<file path="src/hw/clmon_pkg.sv">
// shared constants for the control-loop debug monitor register bank
`default_nettype none

package clmon_pkg;

   // apb address width in bits
   localparam int unsigned CLMON_ADDR_W = 12;

   // register indices; byte address is four times the index
   localparam logic [7:0]  CLMON_CUR_IDX  = 8'hf0;
   localparam logic [7:0]  CLMON_SPD_IDX  = 8'hf2;
   localparam logic [7:0]  CLMON_MON_IDX  = 8'hf4;
   localparam logic [11:0] CLMON_CUR_ADDR = {2'h0, CLMON_CUR_IDX, 2'h0};
   localparam logic [11:0] CLMON_SPD_ADDR = {2'h0, CLMON_SPD_IDX, 2'h0};
   localparam logic [11:0] CLMON_MON_ADDR = {2'h0, CLMON_MON_IDX, 2'h0};

   // reset values
   localparam logic [31:0] CLMON_CUR_RST = 32'h0000_0000;
   localparam logic [31:0] CLMON_SPD_RST = 32'h0000_0000;
   localparam logic [31:0] CLMON_MON_RST = 32'h0011_0000;

   // gain word layout
   localparam int unsigned CLMON_GAIN_W  = 16;
   localparam int unsigned CLMON_KI_LSB  = 16;
   localparam int unsigned CLMON_KP_LSB  = 0;

   // monitor control word layout
   localparam int unsigned CLMON_PTR_LSB  = 0;
   localparam int unsigned CLMON_PTR_W    = 12;
   localparam int unsigned CLMON_POL_BIT  = 12;
   localparam int unsigned CLMON_FRAC_LSB = 13;
   localparam int unsigned CLMON_FRAC_W   = 4;
   localparam int unsigned CLMON_P2_LSB   = 17;
   localparam int unsigned CLMON_P2_W     = 4;
   localparam int unsigned CLMON_CTRL_W   = 21;

   // monitor datapath: variable is signed q15, one per-unit is 2^15
   localparam int unsigned        CLMON_VAR_W    = 16;
   localparam int unsigned        CLMON_FRAC_SH  = 3;
   localparam logic signed [39:0] CLMON_PU       = 40'sh80_00;
   localparam logic signed [39:0] CLMON_ENUM_MAX = 40'sh1f;
   localparam int unsigned        CLMON_CODE_W   = 12;
   localparam int unsigned        CLMON_CODE_LSB = 3;
   localparam logic [11:0]        CLMON_CODE_MAX = 12'hfff;
   localparam logic [11:0]        CLMON_CODE_MID = 12'h800;

endpackage : clmon_pkg

`default_nettype wire

</file>
<file path="src/hw/clmon_regs.sv">
// apb register bank for loop gain readback and monitor output one scaling
//
// Function
// - current loop integral gain in use reads in bits 31-16, read-only
// - current loop proportional gain in use reads in bits 15-0, read-only
// - speed loop integral gain in use reads in bits 31-16, read-only
// - speed loop proportional gain in use reads in bits 15-0, read-only
// - twelve-bit variable pointer in monitor control bits 11-0, read/write
// - nonzero fraction field N scales monitored variable by N/8
// - zero fraction field treats variable as enumeration, 31 at most
// - enumeration mode scales by two to the power field value
// - polarity clear gives bipolar output, -1pu bottom, +1pu top
// - polarity set gives unipolar output, 0pu bottom, 1pu top
//
// The implementer's own choice: the APB interface to the registers.
`default_nettype none

module clmon_regs
   import clmon_pkg::*;
(
   // clock and reset
   input  wire logic                              pclk,
   input  wire logic                              presetn,
   // apb slave
   input  wire logic                              psel,
   input  wire logic                              penable,
   input  wire logic                              pwrite,
   input  wire logic [clmon_pkg::CLMON_ADDR_W-1:0] paddr,
   input  wire logic [31:0]                        pwdata,
   output logic                                    pready,
   output logic [31:0]                             prdata,
   output logic                                    pslverr,
   // gains in use by the control loops
   input  wire logic [clmon_pkg::CLMON_GAIN_W-1:0] active_current_integral_gain,
   input  wire logic [clmon_pkg::CLMON_GAIN_W-1:0] active_current_proportional_gain,
   input  wire logic [clmon_pkg::CLMON_GAIN_W-1:0] active_velocity_integral_gain,
   input  wire logic [clmon_pkg::CLMON_GAIN_W-1:0] active_velocity_proportional_gain,
   // monitored variable fetch
   output logic [clmon_pkg::CLMON_PTR_W-1:0]       monitor_one_variable_pointer,
   input  wire logic signed [clmon_pkg::CLMON_VAR_W-1:0] monitor_var_value,
   // monitor output code
   output logic [clmon_pkg::CLMON_CODE_W-1:0]      monitor_output_one
);
   import clmon_pkg::*;

   typedef struct packed {
      logic [CLMON_CTRL_W-1:0] ctrl;
      logic [31:0]             rdata;
      logic [CLMON_CODE_W-1:0] code;
   } clmon_state_t;

   clmon_state_t st_reg;
   clmon_state_t st_next;

   logic                    setup_ph;
   logic                    access_ph;
   logic                    hit_cur;
   logic                    hit_spd;
   logic                    hit_mon;
   logic [CLMON_FRAC_W-1:0] frac_n;
   logic [CLMON_P2_W-1:0]   pow_p;
   logic                    single_sided;
   logic signed [39:0]      var_x;
   logic signed [39:0]      enum_x;
   logic signed [39:0]      scaled;
   logic signed [39:0]      level;
   logic [CLMON_CODE_W-1:0] code_calc;

   // apb phase and address decode
   assign setup_ph  = psel & ~penable;
   assign access_ph = psel & penable;
   assign hit_cur   = (paddr == CLMON_CUR_ADDR);
   assign hit_spd   = (paddr == CLMON_SPD_ADDR);
   assign hit_mon   = (paddr == CLMON_MON_ADDR);

   // zero wait states; unmapped access answers with an error
   assign pready  = access_ph;
   assign pslverr = access_ph & ~(hit_cur | hit_spd | hit_mon);

   // control fields
   assign frac_n       = st_reg.ctrl[CLMON_FRAC_LSB +: CLMON_FRAC_W];
   assign pow_p        = st_reg.ctrl[CLMON_P2_LSB +: CLMON_P2_W];
   assign single_sided = st_reg.ctrl[CLMON_POL_BIT];

   // monitor scaling; wide signed math avoids overflow at 15/8 and 2^15
   always_comb begin
      var_x  = 40'(monitor_var_value);
      enum_x = 40'sh0;
      scaled = 40'sh0;
      if (frac_n != 4'h0) begin
         scaled = (var_x * $signed({36'h0, frac_n})) >>> CLMON_FRAC_SH;
      end else begin
         enum_x = var_x <<< pow_p;
         if (enum_x < 40'sh0) begin
            enum_x = 40'sh0;
         end else if (enum_x > CLMON_ENUM_MAX) begin
            enum_x = CLMON_ENUM_MAX;
         end
         scaled = (enum_x * CLMON_PU) / CLMON_ENUM_MAX;
      end
      // polarity: bipolar shifts -1pu..+1pu onto 0..1pu
      if (single_sided) begin
         level = scaled;
      end else begin
         level = (scaled + CLMON_PU) >>> 1;
      end
      // saturate into the output code range
      if (level < 40'sh0) begin
         code_calc = '0;
      end else if (level >= CLMON_PU) begin
         code_calc = CLMON_CODE_MAX;
      end else begin
         code_calc = level[CLMON_CODE_LSB +: CLMON_CODE_W];
      end
   end

   // next state: register writes, read capture, output code
   always_comb begin
      st_next      = st_reg;
      st_next.code = code_calc;
      // read data captured in setup so prdata is a flop in the access phase
      if (setup_ph && !pwrite) begin
         if (hit_cur) begin
            st_next.rdata = {active_current_integral_gain,
                             active_current_proportional_gain};
         end else if (hit_spd) begin
            st_next.rdata = {active_velocity_integral_gain,
                             active_velocity_proportional_gain};
         end else if (hit_mon) begin
            st_next.rdata = {11'h0, st_reg.ctrl};
         end else begin
            st_next.rdata = 32'h0;
         end
      end
      // only the monitor word is writable; gain words ignore writes
      if (access_ph && pwrite && hit_mon) begin
         st_next.ctrl = pwdata[CLMON_CTRL_W-1:0];
      end
   end

   // state register
   always_ff @(posedge pclk or negedge presetn) begin
      if (!presetn) begin
         st_reg.ctrl  <= CLMON_MON_RST[CLMON_CTRL_W-1:0];
         st_reg.rdata <= 32'h0;
         st_reg.code  <= '0;
      end else begin
         st_reg <= st_next;
      end
   end

   // outputs straight from flops
   assign prdata                       = st_reg.rdata;
   assign monitor_output_one           = st_reg.code;
   assign monitor_one_variable_pointer = st_reg.ctrl[CLMON_PTR_LSB +: CLMON_PTR_W];
endmodule : clmon_regs

`default_nettype wire

</file>
<file path="config.mk">
export PLATFORM = sky130hd
export DESIGN_NAME = clmon_regs
export DESIGN_NICKNAME = d
export VERILOG_FILES = /design/src/hw/clmon_pkg.sv /design/src/hw/clmon_regs.sv
export SDC_FILE = /design/constraint.sdc
export NUM_CORES = 1
export LEC_CHECK = 0
export ABC_AREA = 1
export BUFFER_PORTS_ARGS = -buffer_cell sky130_fd_sc_hd__clkbuf_2
export CAP_MARGIN = 20
export CORE_UTILIZATION = 45
export CTS_CLUSTER_DIAMETER = 50
export CTS_CLUSTER_SIZE = 8
export DETAILED_ROUTE_END_ITERATION = 10
export PLACE_DENSITY = 0.67
export SETUP_SLACK_MARGIN = 0.1
export SKIP_CTS_REPAIR_TIMING = 1
export SYNTH_ARGS = -nofsm -noshare
export SYNTH_HDL_FRONTEND = slang
export SYNTH_SLANG_ARGS = --single-unit
</file>
<file path="constraint.sdc">
create_clock -name pclk -period 13.91 [get_ports pclk]
set_clock_uncertainty 0.15 [all_clocks]
set_input_delay 0.6955 -clock pclk [delete_from_list [all_inputs] [get_ports pclk]]
set_output_delay 0.6955 -clock pclk [all_outputs]
set_load 0.005 [all_outputs]
</file>
==> results of run 1 <==
[cells by family after synthesis]
| family | share of synthesized area, % |
|---|---|
| buf+inv | 15.8 |
| fa+ha+maj | 13.3 |
| mux | 2.53 |
| flops | 16.7 |
| simple gates | 38.9 |
| compound gates | 10.9 |
| xor+xnor | 1.80 |
[worst min-delay path by stage]
stage | slack (ns) | cells past startpoint | endpoint
after floorplan | 0.25 | 0 | frac_n[0]$_DFFE_PN0P_
after global placement | 0.32 | 2 | prdata[23]$_DFFE_PN0P_
after detailed placement | 0.32 | 2 | prdata[21]$_DFFE_PN0P_
after CTS | 0.33 | 2 | prdata[21]$_DFFE_PN0P_
after global routing | 0.36 | 2 | prdata[29]$_DFFE_PN0P_
final | 0.33 | 2 | prdata[21]$_DFFE_PN0P_
[Yosys cell counts, types with 3 or more instances]
library cell  number  area share, %
o21ai_2           11           0.99
a21oi_1           41            2.1
xor2_1            15            1.3
nand2_2           60            3.9
nand4_1           21            1.3
buf_6             15            1.7
nand2_1          396             15
o21ai_1           10           0.51
clkbuf_1          26            1.0
buf_1              4           0.15
nor2_1            43            1.7
inv_2             18           0.69
buf_4              3           0.23
nand3_4            4           0.72
inv_1            254            9.8
nand2_4           20            2.3
nor3_1            10           0.51
o21ai_0          105            5.4
nor2_4            17            2.0
nand3_2           22            2.3
nand3b_1           7           0.54
buf_8              4           0.62
a21oi_2            4           0.36
o21bai_1           3           0.23
nand3_1          115            5.9
nor2_2            15           0.96
xnor2_1            5           0.45
fa_1              33            6.8
mux2_2            21            2.4
dfrtp_1           63             16
clkinv_1           8           0.31
clkbuf_8           4           0.57
nor4_1             5           0.32
ha_1              51            6.6
a31oi_1            3           0.19
o22ai_1            6           0.39
[layer usage]
metal	wire, µm	GRT usage, %
met5	0	0
met1	10700	27.0
met2	12100	42.9
met3	1090	1.99
met4	415	5.97
[worst register-to-register path, delay by kind of cell, from the launching register on]
kind / cells / cell delay [ns]
AND/OR/NAND/NOR: 44 / 5.72
AO/OA/AOI/OAI: 8 / 1.30
adder cells (fa/ha/maj): 5 / 1.15
buffers and inverters: 7 / 1.08
flip-flops: 1 / 0.85
XOR/XNOR: 1 / 0.23
[sequential cells by signal, summed over array words and instances, names as in the netlist]
name and cells:
prdata 32, frac_n 4, monitor_one_variable_pointer 12, pow_p 4, monitor_output_one 12, single_sided 1
[layout make-up]
type | instances | area [µm²]
fill | 2147 | 10200
multi-input combinational | 1059 | 6580
sequential | 65 | 1630
inverter | 287 | 1110
timing repair buffer | 182 | 928
tap | 275 | 344
clock buffer | 11 | 253
clock inverter | 5 | 30.0
[power by group]
group          switching (mW)  internal (mW)  total, mW
sequential           0.000415          0.190      0.190
combinational           0.155         0.0848      0.240
clock                  0.0815          0.129      0.211
[stage by stage]
step	util, %	std cells	hold WS, ns	setup slack (ns)	total power, mW
5_1_grt	51.6	1884	0.359	2.05	0.686
3_5_place_dp	50.2	1868	0.315	3.30	0.435
3_3_place_gp	50.2	1868	0.317	3.46	0.431
4_1_cts	51.6	1884	0.330	3.27	0.647
2_1_floorplan	-	1469	0.250	5.25	0.381
6_report	51.6	1884	0.330	3.28	0.641
==> impl_metrics.py, run 1 <==
metrics = {
    "status": {
        "status": "complete, no violations",
    },
    "cells_and_area": {
        "layout_commonest_cell": "nand2_1",
        "drive_gt1_share_pct": 25.5,
        "diodes": 0,
        "area_growth_pct": 11.7,
        "nets": 1817,
        "most-common-layout-cells": "396 x nand2_1, 254 x inv_1, 174 x clkbuf_2",
        "stdcell_area_um2": 10900,
    },
    "pwr": {
        "p_leak_nw": 6.35,
        "peakVddDrop_mv": 0.0459,
        "power.density_nw_per_um2": 59.0,
    },
    "placement": {
        "dp_hpwl_mm": 19.9,
        "port_buffers": 175,
        "dpl-instance-area_um2": 10600,
        "place.gp.congestion": 0.876,
    },
    "timing": {
        "setup_viol_count_final": 0,
        "rsz0062_at_grt": "false",
        "fmax_ghz": 0.0941,
        "min_period_ns": 10.63,
        "max_slew_margin_pct": 32.0,
        "maxSlewViolCount": 0,
        "hold_viol_final": 0,
        "fin_crit_sh_pct": 76.4,
        "tns_ns": 0,
        "tightest_slew_ns": 1.02,
    },
    "critical_path": {
        "r2r_start": "pow_p[2]$_DFFE_PN0P_",
        "cp.arrival_ns": 10.70,
        "endpoint": "monitor_output_one[0]$_DFF_PN0_",
        "crit_path_start": "pow_p[2]$_DFFE_PN0P_",
        "worst_setup_path_end_kind": "register",
        "critPathMaxFanout": 25,
        "reg2reg_depth": 65,
        "path_buf_inv": 7,
        "critical_path_class": "register to register",
        "r2r_setup_slack_ns": 3.28,
        "r2r-end": "monitor_output_one[0]$_DFF_PN0_",
        "crit_top_cell": "nand2_1",
        "cp-start-kind": "register",
        "path_depth": 65,
        "crit_path_max_incr_delay_ns": 0.85,
        "slowest_stage": "dfrtp_1",
        "crit_required_ns": 13.98,
        "cpLargestDelayFamily": "simple AND/OR/NAND/NOR gates",
    },
    "routing": {
        "viasPerCell": 4.99,
        "detail_route.wl_per_cell_um": 12.9,
        "drt-total-wl_mm": 24.3,
        "antenna_left": 0,
        "vias": 9393,
        "drc_errors": 0,
        "drt-initial-drc-count": 429,
        "drt_pass1_iterations": 5,
    },
    "cts": {
        "cts-root-buf": "clkbuf_16",
        "clk_path_buf_depth": 2,
        "cts_tree": "yes",
        "cts.sinks": 65,
        "cts_buffers": 9,
        "cts_htree_levels": 3,
        "clk_pin_slew_ns": 0.05,
        "insertion_delay_ns": 0.33,
    },
    "floorplanning": {
        "core_um2": 21100,
        "die_w_um": 149,
        "die_area_um2": 22200,
        "rows": 53,
        "ios": 187,
        "die_height_um": 149,
        "start_util_pct": 46.2,
    },
    "logic_synthesis": {
        "dominantRegCellSynth": "dfrtp_1",
        "ys_ff_latch": 65,
        "synth_cell_types": 56,
        "syn_nets": 1682,
        "yosysWarnings": 0,
        "syn-cell-area_um2": 9740,
        "async_reset_ff_share_pct": 100,
        "synth.yosys.seq_area_share_pct": 16.7,
        "synth_area_per_cell_um2": 6.63,
        "syn_inst": 1469,
        "synth_edf_count": 0,
    },
    "global_routing": {
        "antenna_found_initial": 0,
        "grt_pass1_wl_mm": 41.0,
        "grt_pass1_vias": 8818,
        "grt_usage_pct": 22.6,
        "grt_overflow": 0,
        "grt_max_degree": 66,
    },
    "flow_run": {
        "drv_cap": 0,
    },
    "worst_hold_path": {
        "hp-start": "prdata[21]$_DFFE_PN0P_",
        "hold_class": "register to register",
    },
}
Note: power is estimated with default switching activity, not from simulation.
==> run 2, diff against run 1 <==
==> constraint.sdc (replaced) <==
create_clock -name pclk -period 10.65 [get_ports pclk]
set_clock_uncertainty 0.15 [all_clocks]
set_input_delay 0.5325 -clock pclk [delete_from_list [all_inputs] [get_ports pclk]]
set_output_delay 0.5325 -clock pclk [all_outputs]
set_load 0.005 [all_outputs]
==> run 2 against run 1 <==
Net effect:
- core utilization up 0.91 points
- worst hold slack got worse by 0.11 ns
- sequential share of layout area is 0.16 points lower
- final cell count grew 0.64%
- routed wire length up 0.33%
- sequential cell count stayed put
- critical path depth increased by 2
- critical endpoint unchanged
- largest power group unchanged
- highest routed layer unchanged
==> impl_metrics.py, run 2 (synthesized netlist as in run 1, its figures left out) <==
metrics = {
    "critical_path": {
        "slowest_stage": "dfrtp_4",
        "r2r_setup_slack_ns": 1.23,
        "r2r-end": "monitor_output_one[0]$_DFF_PN0_",
        "r2r_start": "pow_p[0]$_DFFE_PN0P_",
        "crit_path_start": "pow_p[0]$_DFFE_PN0P_",
        "critPathMaxFanout": 13,
        "crit_top_cell": "nand2_1",
        "crit_path_max_incr_delay_ns": 0.56,
        "crit_required_ns": 10.71,
        "critical_path_class": "register to register",
        "endpoint": "monitor_output_one[0]$_DFF_PN0_",
        "reg2reg_depth": 67,
        "cp-start-kind": "register",
        "cp.arrival_ns": 9.48,
        "worst_setup_path_end_kind": "register",
    },
    "placement": {
        "port_buffers": 175,
        "dp_hpwl_mm": 19.8,
        "place.gp.congestion": 0.874,
        "place_ws_ns": 0.459,
    },
    "routing": {
        "drc_errors": 0,
        "drt-total-wl_mm": 24.4,
        "detail_route.wl_per_cell_um": 12.8,
        "antenna_left": 0,
        "drt_pass1_iterations": 5,
        "vias": 9380,
        "viasPerCell": 4.95,
        "drt-initial-drc-count": 369,
    },
    "floorplanning": {
        "die_area_um2": 22200,
        "die_w_um": 149,
        "ios": 187,
        "core_um2": 21100,
        "die_height_um": 149,
        "start_util_pct": 46.2,
        "rows": 53,
    },
    "cells_and_area": {
        "diodes": 0,
        "regArea_um2": 1640,
        "largest_reg_flops": 32,
        "most-common-layout-cells": "394 x nand2_1, 253 x inv_1, 174 x clkbuf_2",
        "drive_gt1_share_pct": 26.3,
        "area_growth_pct": 13.6,
        "nets": 1829,
        "fill_cells": 2130,
        "multi_input_area_um2": 6620,
        "layout_commonest_cell": "nand2_1",
    },
    "timing": {
        "min_period_ns": 9.42,
        "hold_viol_final": 0,
        "fmax_ghz": 0.106,
        "max_slew_margin_pct": 29.2,
        "setup_viol_count_final": 0,
        "tightest_slew_ns": 1.06,
        "tns_ns": 0,
        "final.setup.worst_slack_ns": 1.23,
        "rsz0062_at_grt": "false",
        "maxSlewViolCount": 0,
        "fin_crit_sh_pct": 88.4,
    },
    "status": {
        "status": "complete, no violations",
    },
    "global_routing": {
        "grt_overflow": 0,
        "grt_pass1_wl_mm": 40.5,
        "grt_usage_pct": 22.2,
        "grt_max_degree": 66,
        "grt_pass1_vias": 8868,
        "antenna_found_initial": 0,
    },
    "pwr": {
        "power.density_nw_per_um2": 79.5,
        "peakVddDrop_mv": 0.0652,
        "p_leak_nw": 6.44,
    },
    "cts": {
        "cts-root-buf": "clkbuf_16",
        "cts_buffers": 9,
        "clk_pin_slew_ns": 0.05,
        "clk_path_buf_depth": 2,
        "cts_tree": "yes",
        "insertion_delay_ns": 0.32,
        "cts_htree_levels": 3,
        "cts.sinks": 65,
    },
    "worst_hold_path": {
        "hold_class": "input pin to async pin",
    },
    "flow_run": {
        "drv_cap": 0,
    },
}
==> run 2: changes by cell type in the layout (fill, tap and decap cells not counted), moves of 2 or more <==
cell / previous run / this run
dfrtp_1: 63 / 61
nand3_2: 22 / 20
dfrtp_4: 0 / 2
nand2_4: 20 / 22
nand3_4: 4 / 6
clkinv_2: 5 / 2
nand2_1: 396 / 394
clkbuf_1: 0 / 3
bufinv_16: 0 / 2
buf_4: 7 / 16
==> run 2: layout make-up <==
cell class              count  area share, %
multi-input cells        1059           59.8
flip-flops and latches     65           14.8
inverters                 287           10.1
repair buffers            192           9.07
well taps                 275           3.11
clock buffers              14           2.39
clock inverters             2          0.543
repair inverters            2          0.113
==> run 2: worst min-delay path by stage <==
stage	end	slack (ns)
after floorplan	frac_n[0]$_DFFE_PN0P_	0.09
after global routing	monitor_one_variable_pointer[10]$_DFFE_PN0P_	0.29
after global placement	prdata[23]$_DFFE_PN0P_	0.32
after detailed placement	prdata[21]$_DFFE_PN0P_	0.32
final	pow_p[0]$_DFFE_PN0P_	0.22
after CTS	pow_p[0]$_DFFE_PN0P_	0.26
==> run 2: metrics by stage <==
step	area, µm²	cells	total power, mW	utilization, %	hold slack, ns
2_1_floorplan	9740	1469	0.497	-	0.0869
3_3_place_gp	10600	1869	0.563	50.3	0.317
3_5_place_dp	10600	1869	0.567	50.3	0.321
4_1_cts	10900	1885	0.885	51.8	0.256
5_1_grt	11100	1896	0.940	52.5	0.287
6_report	11100	1896	0.880	52.5	0.221
==> run 2: critical path, delay by kind of cell (launching register included) <==
kind	cells	cell delay, ns
AO/OA/AOI/OAI	9	1.31
XOR/XNOR	1	0.22
adder cells (fa/ha/maj)	5	1.14
buffers and inverters	8	0.80
flip-flops	1	0.56
AND/OR/NAND/NOR	44	5.14
==> run 2: per-layer routing <==
layer | wire length [µm] | GRT usage, %
met4 | 393 | 6.22
met5 | 0 | 0
met1 | 10600 | 26.9
met2 | 12100 | 41.7
met3 | 1190 | 1.87
==> run 2: where the power goes <==
| part | switching (mW) | internal, mW | total (mW) |
|---|---|---|---|
| Clock | 0.0969 | 0.218 | 0.315 |
| Combinational | 0.204 | 0.112 | 0.316 |
| Sequential | 0.000510 | 0.248 | 0.249 |
| Total | 0.302 | 0.578 | 0.880 |
